$ cat src/gtus_pkg.sv
// Constants for the group table update semaphore bank
// Summary of operation
// - Flag at one means table under update; zero means not under update.
// - The four flag registers are write-only; reads of them return zero.
// - Bits 3 to 0 open four consecutive transmit tables, lowest group at bit 0.
// - Bits 7 to 4 open four consecutive receive tables, lowest group at bit 4.
// - The four registers cover groups 1-4, 5-8, 9-12 and 13-16 in turn.
// - Flags of groups the variant lacks do not exist and stay at zero.
// - Every flag clears on reset, so no table is under update afterwards.
package gtus_pkg;
  // Bus and bank shape
  localparam int ADDR_W = 11;
  localparam int DATA_W = 8;
  localparam int NUM_GRP = 16;
  localparam int GRP_PER_REG = 4;
  localparam int NUM_TBL = 2 * NUM_GRP;
  // Flag register offsets: bank number in addr[10:8], low byte fixed
  localparam logic [2:0] BANK_FIRST = 3'h4;
  localparam logic [7:0] SEM_LOW_OFS = 8'h1f;
  // The four semaphore registers, one per bank, sit at these addresses
  localparam logic [10:0] SEM_OFS_1_TO_4 = 11'h41f;
  localparam logic [10:0] SEM_OFS_5_TO_8 = 11'h51f;
  localparam logic [10:0] SEM_OFS_9_TO_12 = 11'h61f;
  localparam logic [10:0] SEM_OFS_13_TO_16 = 11'h71f;
  localparam logic [7:0] SEM_RESET = 8'h00;
  // Field positions inside a flag register
  localparam int TX_FLAG_LSB = 0;
  localparam int RX_FLAG_LSB = 4;
  // Group table windows (low byte within a bank) and lengths
  localparam logic [7:0] TX_TBL_LOW = 8'h20;
  localparam logic [7:0] RX_TBL_LOW = 8'hd0;
  localparam int TX_TBL_LEN = 8;
  localparam int RX_TBL_LEN = 4;
  // Status registers: open flags then partial-close flags, 8 groups a byte
  localparam logic [7:0] STAT_HI_OFS = 8'hfe;
  localparam logic [10:0] STAT_TX_OPEN_LO = 11'h7f0;
  localparam logic [10:0] STAT_PARTIAL_LO = 11'h7f4;
  localparam logic [DATA_W-1:0] RD_IDLE = 8'h00;
  // Largest variant carries all sixteen groups
  localparam int VARIANT_GROUPS = 16;
endpackage

$ cat src/gtus_top.sv
// Group table update semaphore registers with commit tracking
//
// Added by the designer: the address-and-strobe port.
`timescale 1ns/1ps
module gtus_top
  import gtus_pkg::*;
#(
  parameter int GROUPS_PRESENT = VARIANT_GROUPS
) (
  // Clock and reset
  input wire logic sys_clk,
  input wire logic rst,
  // Register port
  input wire logic [ADDR_W-1:0] reg_addr,
  input wire logic [DATA_W-1:0] reg_wdata,
  input wire logic reg_wr,
  input wire logic reg_rd,
  output logic [DATA_W-1:0] reg_rdata,
  // Update state per group, toward the datapath
  output logic [NUM_GRP-1:0] tx_upd_en,
  output logic [NUM_GRP-1:0] rx_upd_en,
  // One-cycle commit strobes: adopt rewritten table
  output logic [NUM_GRP-1:0] tx_commit,
  output logic [NUM_GRP-1:0] rx_commit,
  // Sticky: update closed before every element was rewritten
  output logic [NUM_GRP-1:0] tx_partial,
  output logic [NUM_GRP-1:0] rx_partial
);

  // Table index t: 0..15 transmit, 16..31 receive
  logic [NUM_TBL-1:0] upd_en_reg;
  logic [NUM_TBL-1:0] commit_reg;
  logic [NUM_TBL-1:0] partial_reg;
  logic [DATA_W-1:0] rdata_reg;
  logic [DATA_W-1:0] rdata_next;

  // Decode of the flag register bank
  logic sem_hit;
  logic [1:0] sem_idx;
  logic [2:0] bank_ofs;

  // Groups that this variant carries; the rest read as closed
  localparam logic [NUM_GRP-1:0] GRP_MASK = NUM_GRP'((1 << GROUPS_PRESENT) - 1);

  assign bank_ofs = reg_addr[10:8] - BANK_FIRST;
  assign sem_hit = reg_addr[10] && (reg_addr[7:0] == SEM_LOW_OFS);
  assign sem_idx = bank_ofs[1:0];

  // Per table flag, element tracking and commit
  genvar t;
  generate
    for (t = 0; t < NUM_TBL; t++) begin : g_tbl
      localparam int IS_RX = t / NUM_GRP;
      localparam int GRP = t % NUM_GRP;
      localparam int REG = GRP / GRP_PER_REG;
      localparam int POS = GRP % GRP_PER_REG;
      localparam int BIT = (IS_RX != 0) ? RX_FLAG_LSB + POS : TX_FLAG_LSB + POS;
      localparam int LEN = (IS_RX != 0) ? RX_TBL_LEN : TX_TBL_LEN;
      localparam bit PRESENT = GRP < GROUPS_PRESENT;
      localparam logic [7:0] FULL = 8'((1 << LEN) - 1);
      localparam logic [7:0] LOW = (IS_RX != 0) ? RX_TBL_LOW + 8'(POS * LEN) : TX_TBL_LOW + 8'(POS * LEN);
      logic sem_wr;
      logic flag_new;
      logic tbl_hit;
      logic [2:0] elem;
      logic [7:0] seen_reg;

      assign sem_wr = reg_wr && sem_hit && (sem_idx == 2'(REG));
      assign flag_new = PRESENT && reg_wdata[BIT];
      assign tbl_hit = (reg_addr[10:8] == 3'(REG) + BANK_FIRST) && (reg_addr[7:0] >= LOW)
                       && (reg_addr[7:0] < LOW + 8'(LEN));
      assign elem = 3'(reg_addr[7:0] - LOW);

      // Update flag: set or cleared by a write to its register
      always_ff @(posedge sys_clk or posedge rst) begin
        if (rst) begin
          upd_en_reg[t] <= 1'b0;
        end else if (sem_wr) begin
          upd_en_reg[t] <= flag_new;
        end
      end

      // Elements rewritten since the update was opened
      always_ff @(posedge sys_clk or posedge rst) begin
        if (rst) begin
          seen_reg <= 8'h00;
        end else if (sem_wr && flag_new && !upd_en_reg[t]) begin
          seen_reg <= 8'h00;
        end else if (reg_wr && tbl_hit && upd_en_reg[t]) begin
          seen_reg[elem] <= 1'b1;
        end
      end

      // Commit strobe on close: datapath switches to the new table here
      always_ff @(posedge sys_clk or posedge rst) begin
        if (rst) begin
          commit_reg[t] <= 1'b0;
        end else begin
          commit_reg[t] <= sem_wr && upd_en_reg[t] && !flag_new;
        end
      end

      // Partial close flag, cleared when the group is reopened
      always_ff @(posedge sys_clk or posedge rst) begin
        if (rst) begin
          partial_reg[t] <= 1'b0;
        end else if (sem_wr && upd_en_reg[t] && !flag_new) begin
          partial_reg[t] <= (seen_reg != FULL);
        end else if (sem_wr && flag_new && !upd_en_reg[t]) begin
          partial_reg[t] <= 1'b0;
        end
      end
    end
  endgenerate

  // Read mux: flag registers read as zero, status shows state
  always_comb begin
    rdata_next = RD_IDLE;
    if (reg_addr[10:3] == STAT_HI_OFS) begin
      case (reg_addr[2:0])
        3'd0: rdata_next = upd_en_reg[7:0];
        3'd1: rdata_next = upd_en_reg[15:8];
        3'd2: rdata_next = upd_en_reg[23:16];
        3'd3: rdata_next = upd_en_reg[31:24];
        3'd4: rdata_next = partial_reg[7:0];
        3'd5: rdata_next = partial_reg[15:8];
        3'd6: rdata_next = partial_reg[23:16];
        3'd7: rdata_next = partial_reg[31:24];
        default: rdata_next = RD_IDLE;
      endcase
    end
  end

  // Read data register, valid the cycle after the strobe only
  always_ff @(posedge sys_clk or posedge rst) begin
    if (rst) begin
      rdata_reg <= RD_IDLE;
    end else if (reg_rd) begin
      rdata_reg <= rdata_next;
    end else begin
      rdata_reg <= RD_IDLE;
    end
  end

  assign reg_rdata = rdata_reg;
  assign tx_upd_en = upd_en_reg[NUM_GRP-1:0];
  assign rx_upd_en = upd_en_reg[NUM_TBL-1:NUM_GRP];
  assign tx_commit = commit_reg[NUM_GRP-1:0];
  assign rx_commit = commit_reg[NUM_TBL-1:NUM_GRP];
  assign tx_partial = partial_reg[NUM_GRP-1:0];
  assign rx_partial = partial_reg[NUM_TBL-1:NUM_GRP];

  // Checks
  property p_sem_read_zero;
    @(posedge sys_clk) disable iff (rst)
      (reg_rd && sem_hit) |=> (reg_rdata == RD_IDLE);
  endproperty
  a_sem_read_zero: assert property (p_sem_read_zero) else $error("flag register read not zero");

  property p_tx_low_bank;
    @(posedge sys_clk) disable iff (rst)
      (reg_wr && reg_addr == SEM_OFS_1_TO_4) |=> (tx_upd_en[3:0] == ($past(reg_wdata[3:0]) & GRP_MASK[3:0]));
  endproperty
  a_tx_low_bank: assert property (p_tx_low_bank) else $error("tx flags 1-4 wrong");

  property p_rx_low_bank;
    @(posedge sys_clk) disable iff (rst)
      (reg_wr && reg_addr == SEM_OFS_1_TO_4) |=> (rx_upd_en[3:0] == ($past(reg_wdata[7:4]) & GRP_MASK[3:0]));
  endproperty
  a_rx_low_bank: assert property (p_rx_low_bank) else $error("rx flags 1-4 wrong");

  property p_bank_select;
    @(posedge sys_clk) disable iff (rst)
      (reg_wr && reg_addr == SEM_OFS_9_TO_12) |=>
        (tx_upd_en[11:8] == ($past(reg_wdata[3:0]) & GRP_MASK[11:8])) && $stable(tx_upd_en[7:0])
        && $stable(tx_upd_en[15:12]);
  endproperty
  a_bank_select: assert property (p_bank_select) else $error("wrong bank updated");

  property p_absent_groups;
    @(posedge sys_clk) disable iff (rst)
      (GROUPS_PRESENT < NUM_GRP) |-> (tx_upd_en[NUM_GRP-1] == 1'b0) && (rx_upd_en[NUM_GRP-1] == 1'b0);
  endproperty
  a_absent_groups: assert property (p_absent_groups) else $error("absent group flag set");

  property p_reset_clear;
    @(posedge sys_clk) $fell(rst) |-> (tx_upd_en == '0) && (rx_upd_en == '0);
  endproperty
  a_reset_clear: assert property (p_reset_clear) else $error("flags not clear after reset");

  property p_commit_on_close;
    @(posedge sys_clk) disable iff (rst)
      ($fell(tx_upd_en[0]) |-> tx_commit[0]) and (tx_commit[0] |-> $past(tx_upd_en[0]) && !tx_upd_en[0]);
  endproperty
  a_commit_on_close: assert property (p_commit_on_close) else $error("commit not tied to close");

  property p_flag_holds;
    @(posedge sys_clk) disable iff (rst)
      (rx_upd_en[5] && !(reg_wr && reg_addr == SEM_OFS_5_TO_8)) |=> rx_upd_en[5] ##0 !rx_commit[5];
  endproperty
  a_flag_holds: assert property (p_flag_holds) else $error("open flag dropped without write");

  property p_partial_close;
    @(posedge sys_clk) disable iff (rst)
      (reg_wr && reg_addr == SEM_OFS_13_TO_16 && !reg_wdata[7] && rx_upd_en[15]) |=>
        (rx_partial[15] == ($past(g_tbl[31].seen_reg) != 8'h0f));
  endproperty
  a_partial_close: assert property (p_partial_close) else $error("partial flag wrong on close");

  property p_read_one_cycle;
    @(posedge sys_clk) disable iff (rst)
      !reg_rd |=> (reg_rdata == RD_IDLE);
  endproperty
  a_read_one_cycle: assert property (p_read_one_cycle) else $error("read data outside its cycle");

  property p_stat_tx_open;
    @(posedge sys_clk) disable iff (rst)
      (reg_rd && reg_addr == STAT_TX_OPEN_LO) |=> (reg_rdata == $past(tx_upd_en[7:0]));
  endproperty
  a_stat_tx_open: assert property (p_stat_tx_open) else $error("open status read wrong");

  property p_stat_partial;
    @(posedge sys_clk) disable iff (rst)
      (reg_rd && reg_addr == STAT_PARTIAL_LO) |=> (reg_rdata == $past(tx_partial[7:0]));
  endproperty
  a_stat_partial: assert property (p_stat_partial) else $error("partial status read wrong");

  property p_tx_mid_bank;
    @(posedge sys_clk) disable iff (rst)
      (reg_wr && reg_addr == SEM_OFS_5_TO_8) |=> (tx_upd_en[7:4] == ($past(reg_wdata[3:0]) & GRP_MASK[7:4]));
  endproperty
  a_tx_mid_bank: assert property (p_tx_mid_bank) else $error("tx flags 5-8 wrong");

  property p_rx_mid_bank;
    @(posedge sys_clk) disable iff (rst)
      (reg_wr && reg_addr == SEM_OFS_5_TO_8) |=> (rx_upd_en[7:4] == ($past(reg_wdata[7:4]) & GRP_MASK[7:4]));
  endproperty
  a_rx_mid_bank: assert property (p_rx_mid_bank) else $error("rx flags 5-8 wrong");

  property p_rx_bank_select;
    @(posedge sys_clk) disable iff (rst)
      (reg_wr && reg_addr == SEM_OFS_13_TO_16) |=>
        (rx_upd_en[15:12] == ($past(reg_wdata[7:4]) & GRP_MASK[15:12])) && $stable(rx_upd_en[11:0]);
  endproperty
  a_rx_bank_select: assert property (p_rx_bank_select) else $error("wrong rx bank updated");

  property p_flags_keep;
    @(posedge sys_clk) disable iff (rst)
      (reg_wr && reg_addr[7:0] != SEM_LOW_OFS) |=> $stable(tx_upd_en) && $stable(rx_upd_en);
  endproperty
  a_flags_keep: assert property (p_flags_keep) else $error("flag moved on other write");

  property p_absent_mask;
    @(posedge sys_clk) disable iff (rst)
      ((tx_upd_en & ~GRP_MASK) == '0) && ((rx_upd_en & ~GRP_MASK) == '0);
  endproperty
  a_absent_mask: assert property (p_absent_mask) else $error("flag of absent group set");

  property p_reset_outputs;
    @(posedge sys_clk) $fell(rst) |->
      (tx_commit == '0) && (rx_commit == '0) && (tx_partial == '0) && (rx_partial == '0);
  endproperty
  a_reset_outputs: assert property (p_reset_outputs) else $error("outputs not clear after reset");

  property p_commit_one_cycle;
    @(posedge sys_clk) disable iff (rst)
      tx_commit[3] |=> !tx_commit[3];
  endproperty
  a_commit_one_cycle: assert property (p_commit_one_cycle) else $error("commit longer than a cycle");

  property p_no_commit_open;
    @(posedge sys_clk) disable iff (rst)
      tx_upd_en[0] |-> !tx_commit[0];
  endproperty
  a_no_commit_open: assert property (p_no_commit_open) else $error("commit while update open");

  property p_rx_commit_close;
    @(posedge sys_clk) disable iff (rst)
      $fell(rx_upd_en[5]) |-> rx_commit[5];
  endproperty
  a_rx_commit_close: assert property (p_rx_commit_close) else $error("rx close without commit");

  property p_rx_commit_only;
    @(posedge sys_clk) disable iff (rst)
      rx_commit[5] |-> $past(rx_upd_en[5]) && !rx_upd_en[5];
  endproperty
  a_rx_commit_only: assert property (p_rx_commit_only) else $error("rx commit without close");

  property p_partial_sticky;
    @(posedge sys_clk) disable iff (rst)
      (tx_partial[6] && !(reg_wr && reg_addr == SEM_OFS_5_TO_8)) |=> tx_partial[6];
  endproperty
  a_partial_sticky: assert property (p_partial_sticky) else $error("partial flag dropped");

  property p_full_close_clean;
    @(posedge sys_clk) disable iff (rst)
      (reg_wr && reg_addr == SEM_OFS_1_TO_4 && !reg_wdata[0] && tx_upd_en[0] && g_tbl[0].seen_reg == 8'hff)
        |=> !tx_partial[0];
  endproperty
  a_full_close_clean: assert property (p_full_close_clean) else $error("full rewrite marked partial");

  property p_reopen_clears;
    @(posedge sys_clk) disable iff (rst)
      (reg_wr && reg_addr == SEM_OFS_1_TO_4 && reg_wdata[0] && !tx_upd_en[0]) |=> !tx_partial[0];
  endproperty
  a_reopen_clears: assert property (p_reopen_clears) else $error("reopen kept partial flag");

  property p_reopen_forgets;
    @(posedge sys_clk) disable iff (rst)
      (reg_wr && reg_addr == SEM_OFS_1_TO_4 && reg_wdata[0] && !tx_upd_en[0]) |=> (g_tbl[0].seen_reg == 8'h00);
  endproperty
  a_reopen_forgets: assert property (p_reopen_forgets) else $error("reopen kept element record");

endmodule // gtus_top

$ cat config.mk
export PLATFORM = sky130hd
export DESIGN_NAME = gtus_top
export DESIGN_NICKNAME = d
export VERILOG_FILES = /design/src/gtus_pkg.sv /design/src/gtus_top.sv
export SDC_FILE = /design/constraint.sdc
export NUM_CORES = 1
export LEC_CHECK = 0
export ABC_AREA = 0
export ABC_CLOCK_PERIOD_IN_PS = 32700
export BUFFER_PORTS_ARGS = -buffer_cell sky130_fd_sc_hd__buf_2
export CAP_MARGIN = 20
export CORE_MARGIN = 4
export CORE_UTILIZATION = 55
export CTS_BUF_LIST = sky130_fd_sc_hd__clkbuf_16
export CTS_CLUSTER_SIZE = 20
export DETAILED_ROUTE_END_ITERATION = 7
export GPL_ROUTABILITY_DRIVEN = 1
export HOLD_SLACK_MARGIN = 0.02
export PLACE_DENSITY = 0.74
export SETUP_SLACK_MARGIN = 0.15
export SYNTH_ARGS = -nofsm -noshare
export SYNTH_HDL_FRONTEND = slang
export SYNTH_SLANG_ARGS = --single-unit
$ cat constraint.sdc
create_clock -name sys_clk -period 32.7 [get_ports sys_clk]
set_input_delay 8.175 -clock sys_clk [delete_from_list [all_inputs] [get_ports sys_clk]]
set_output_delay 8.175 -clock sys_clk [all_outputs]
set_load 0.03 [all_outputs]
# Word level (Yosys, flattened, before mapping)
# Cells that the tools add are included.
[word_totals] register_bits=360 input_bits=23 out_inout_bits=104 elab_cells=773
[classes] add_sub_neg=9 magnitude_cmp=32 eq_ne=48 muxes=147 n_bitwise=32 reduce_logical=376
[ops] cell="2-to-1 mux 8 bit" count=66
[ops] cell="logical AND 1 bit" count=270
[ops] cell="bitwise OR 8 bit" count=32
[ops] cell="inequality test 8 x 4 -> 1 bit (second input constant)" count=16
[ops] cell="inequality test 8 bit (second input constant)" count=16
[ops] cell="nonzero test 2 bit" count=64
[ops] cell="2-to-1 mux 1 bit" count=72
[ops] cell="one-hot mux 8 bit (8 select lines)" count=1
[ops] cell="logical NOT 1 bit" count=40
[ops] cell=">= comparator 8 x 6 -> 1 bit (second input constant)" count=4
[ops] cell=">= comparator 8 bit (second input constant)" count=4
[ops] cell="less-than comparator 3 x 4 -> 1 bit (second input constant)" count=8
[ops] cell="less-than comparator 8 bit (second input constant)" count=4
[ops] cell="demux 1 bit (select 3 bit)" count=8
[ops] cell="equality test 3 bit (second input constant)" count=8
[ops] cell=">= comparator 3 x 1 -> 1 bit (second input constant)" count=8
[ops] cell="less-than comparator 8 x 6 -> 1 bit (second input constant)" count=3
[ops] cell="subtractor 3 x 1 -> 3 bit (second input constant)" count=6
[ops] cell="equality test 8 x 5 -> 1 bit (second input constant)" count=1
[ops] cell="equality test 8 bit (second input constant)" count=1
[ops] cell="less-than comparator 8 x 7 -> 1 bit (second input constant)" count=1
[ops] cell="equality test 3 x 2 -> 1 bit (second input constant)" count=2
[ops] cell="subtractor 3 bit (second input constant)" count=2
[ops] cell="equality test 2 bit (second input constant)" count=2
[ops] cell="other kinds (5)" count=5

# Logic depth before layout (Yosys ltp)
[depth] depth_word=8 depth_mapped=8 ltp_nobuf=4

# Worst setup path before layout
# Ideal clock, no wire load.
[synth_path] kind="input to register" from="in reg_wr" to="reg g_tbl[15].seen_reg[0]" setup_time_ps=121 arrival_ps=9534 t_required_ps=32579 setup_slack_ps=23045 stages=7 n_path_buf=3 cell_sequence="buf_2 -> and4bb_4 -> buf_6 -> nand3_4 -> or3b_1 -> buf_2 -> a22o_1"
[synth_via] elab_chain_len=5 word_cells_on_any_way=8 cone_classes="mux: 1; reduce/logical: 7"
[synth_lines] item="from (decl)" line="gtus_top.sv:16" source="input wire logic reg_wr,"
[synth_lines] item="logical AND 1 bit (2 in series)" line="gtus_top.sv:68" source="assign sem_wr = reg_wr && sem_hit && (sem_idx == 2'(REG));"
[synth_lines] item="logical AND 1 bit (2 in series)" line="gtus_top.sv:87" source="end else if (sem_wr && flag_new && !upd_en_reg[t]) begin"
[synth_lines] item="2-to-1 mux 8 bit or nonzero test 2 bit (tied branches)"
[synth_lines] item="to (signal assigned)" line="gtus_top.sv:86" source="seen_reg <= 8'h00;"
[synth_lines] item="to (signal assigned)" line="gtus_top.sv:88" source="seen_reg <= 8'h00;"
[synth_lines] item="to (signal, indexed assignment)" line="gtus_top.sv:90" source="seen_reg[elem] <= 1'b1;"
[synth_lines] item="to (decl)" line="gtus_top.sv:66" source="logic [7:0] seen_reg;"
# Several ways; a longest one is shown, not always the timed one.
# A chain may end at the register's enable or synchronous reset.

# Worst setup path in the final report
[layout_path] from="in reg_addr[1]" to="reg g_tbl[0].seen_reg[1]"
[layout_via] elab_chain_len=8 word_cells_on_any_way=22 cone_classes="add/sub: 1; order compare: 4; eq/ne: 1; mux: 4; bitwise: 1; reduce/logical: 11"
[layout_lines] item="from (decl)" line="gtus_top.sv:14" source="input wire logic [ADDR_W-1:0] reg_addr,"
[layout_lines] item="subtractor 3 x 1 -> 3 bit" line="gtus_top.sv:72" source="assign elem = 3'(reg_addr[7:0] - LOW);"
[layout_lines] item="less-than comparator 3 x 4 -> 1 bit (implied by the code) or >= comparator 3 x 1 -> 1 bit (tied branches)" line="gtus_top.sv:90"
[layout_lines] item="logical AND 1 bit (implied by the code)" line="gtus_top.sv:90"
[layout_lines] item="2-to-1 mux 1 bit (implied by the code)" line="gtus_top.sv:90"
[layout_lines] item="demux 1 bit (select 3 bit)" line="gtus_top.sv:90"
[layout_lines] item="bitwise OR 8 bit (no source line)"
[layout_lines] item="2-to-1 mux 8 bit" line="gtus_top.sv:89" source="end else if (reg_wr && tbl_hit && upd_en_reg[t]) begin"
[layout_lines] item="2-to-1 mux 8 bit" line="gtus_top.sv:87"
[layout_lines] item="to (signal assigned)" line="gtus_top.sv:86"
[layout_lines] item="to (signal assigned)" line="gtus_top.sv:88"
[layout_lines] item="to (signal, indexed assignment)" line="gtus_top.sv:90"
[layout_lines] item="to (decl)" line="gtus_top.sv:66"
# Several ways; a longest one is shown, not always the timed one. The select of a mux whose other input is x is not followed.

==> results.toml <==
[status]
status = "finished clean"

[detailed_routing]
ant_nets = 0
drc_errors = 0
viasPerCell = 6.225
firstDrtPassIters = 8
avgRoutedWirePerCell_um = 22.71
num_vias = 12108
wl_mm = 44.17
drtIter0Drc = 1547

[worst_setup_path]
crit_path_start_kind = "input port"
crit_path_end_kind = "register"
crit_fanout = 44
worstRegToRegCells = 4
cp.required_ps = 33090
crit_type = "input port to register"
cp_data_arrival_time_ps = 10840

[place]
gp_congestion = 0.9043
dp_slack_ps = 21690
io_buffers = 126
placedCellCount = 1876
placed_cell_area_um2 = 16230
hpwl_mm = 29.52

[sta]
fmax_ghz = 0.09568
fin_crit_sh_pct = 31.96
setup_tns_ps = 0
fin_ws_ps = 22250
rsz0062_at_grt = "no"
worst_slew_pin_slew_ps = 1174
finalSetupViolCount = 0
min_period_ps = 10450
max-slew-margin-rel_pct = 21.72
fin_hold_ws_ps = 481.1
finalHoldViolCount = 0
fin_skew_ps = 17.40
report.final.slew_viol_count = 0

[clock_network]
postCtsResizedCells = 0
clock-sinks = 360
root_buffer = "clkbuf_16"
clock_latency_ps = 530
clk_pin_slew_ps = 60
cts_buffer_depth = 3
holdBufCountCts = 0
cts_buffers = 38
cts_setup_buffers = 0
cts_tree = "built"
h-tree-depth = 2

[layout]
post-route-cell-area_um2 = 17530
fillCellCount = 2158
synthToLayoutAreaGrowth_pct = 14.23
drive_gt1_share_pct = 15.79
final_cells = 1945
utilization_pct = 64.49
largest_reg_flops = 256
fin_nets = 1570

[yosys]
ys.flop_type = "dfrtp_1"
synth_edf_count = 0
muxShareOfSynthArea_pct = 1.044
yosysSeqAreaShare_pct = 58.71
syn_avg_cell_area_um2 = 10.61
synthesis.instances = 1446
synth_area_leader_cell = "dfrtp_1"
synthMostInstantiatedCell = "dfrtp_1"
synth-xor-area-share_pct = 1.085
synth-seq-cells = 360
synth_area_leaders = "dfrtp_1 (59%), a21oi_1 (5.5%), nor2_1 (5.3%)"
syn-cell-area_um2 = 15340
synth_top_area_share_pct = 58.71
async_flop_share_pct = 100.0
syn-num-nets = 1469
synth_top_family_by_area = "simple AND/OR/NAND/NOR gates"
ys_types = 60
synth_fa_ha_area_share_pct = 0
synthSimpleGateAreaFrac_pct = 22.62
synth_compound_area_share_pct = 13.15
ys_warn_count = 0
yosys-top-cells-count = "dfrtp_1 (360), nor2_1 (216), a21oi_1 (168), nand2_1 (71), nor2b_1 (56)"

[job]
max_cap_violations = 0

[power]
peakVddDrop_v = 0.00003990
finalPower_uw = 918.7
power_per_cell_area_nw_per_um2 = 52.42
power_leakage_nw = 8.624

[die]
die_h_um = 175.0
core_um2 = 27180
pin_count = 127
rows = 60
start_util_pct = 56.46
die-area_um2 = 30630
die_w_um = 175.0

[min_path]
min_path_type = "register to register"
holdPathStages = 1

[global_routing]
grt_overflow = 0
grt.total_usage_pct = 28.80
grt_max_degree = 109
grt_pass1_wl_mm = 68.97
grt_pass1_vias = 11675
antenna_found_initial = 2
-- cells by family after synthesis --
kind of cell | after synthesis
xor gates and xnor gates | 19
and+or+nand+nor | 595
muxes | 16
DFF | 360
AOI/OAI and AO/OA | 333
buffers and inverters | 123
-- metal layers --
metal	up-vias	GRT usage [%]	part of all wire (%)
met1	6013	40.05	40
met4	0	12.54	4.0
met5	-	0	0
li1	5331	-	-
met3	141	5.344	9.5
met2	623	44.84	47
-- layout make-up --
type	count	area (µm²)	area share, %
multi-input combinational	963	5833	33.28
clock inverter	23	198.9	1.135
antenna	2	5.005	0.02856
sequential	360	9009	51.40
inverter	36	142.6	0.8138
tap	372	465.4	2.656
clock buffer	41	1026	5.854
timing repair buffer	148	847.1	4.833
-- layout by cell type (no fill, tap or decap), types with 16 or more instances in the layout --
cell       synthesis  routed
mux2i_1           16      16
xnor2_1           19      19
o31ai_1           16      16
dfrtp_1          360     360
buf_4              4      18
and2_1            27      27
nand4_1           47      47
nor2_1           216     215
nand2_1           71      71
a22o_1            31      31
buf_2             28     126
a21oi_1          168     168
nor2b_1           56      56
o21ai_0           42      42
clkbuf_16          0      41
o22ai_1           19      19
inv_1             36      43
nand2b_1          21      21
o2bb2ai_1         20      20
-- critical path: stages --
cell and delay, ps:
buf_2 780, and4b_1 560, nand4_4 560, nor3b_2 630, nor2_1 110
-- where the power goes --
part           switching [mW]  total [mW]  internal, mW
clock network           0.170       0.425         0.255
logic                  0.0326      0.0428        0.0102
registers             0.00265       0.451         0.448
-- final timing paths --
path / startpoint / end / slack (ps)
hold / removal: g_tbl[31].seen_reg[7]$_DFFE_PP0P_ / g_tbl[31].seen_reg[7]$_DFFE_PP0P_ / 480
max in group asynchronous: rst / g_tbl[7].seen_reg[3]$_DFFE_PP0P_ / 22610
min in group asynchronous: rst / g_tbl[28].seen_reg[6]$_DFFE_PP0P_ / 7800
setup reg to reg: rx_upd_en[7]$_DFFE_PP0N_ / g_tbl[23].seen_reg[3]$_DFFE_PP0P_ / 30740
hold reg to reg: g_tbl[31].seen_reg[7]$_DFFE_PP0P_ / g_tbl[31].seen_reg[7]$_DFFE_PP0P_ / 480
setup / recovery: reg_addr[1] / g_tbl[0].seen_reg[1]$_DFFE_PP0P_ / 22250
No activity file was read; power rests on OpenSTA's default activity.
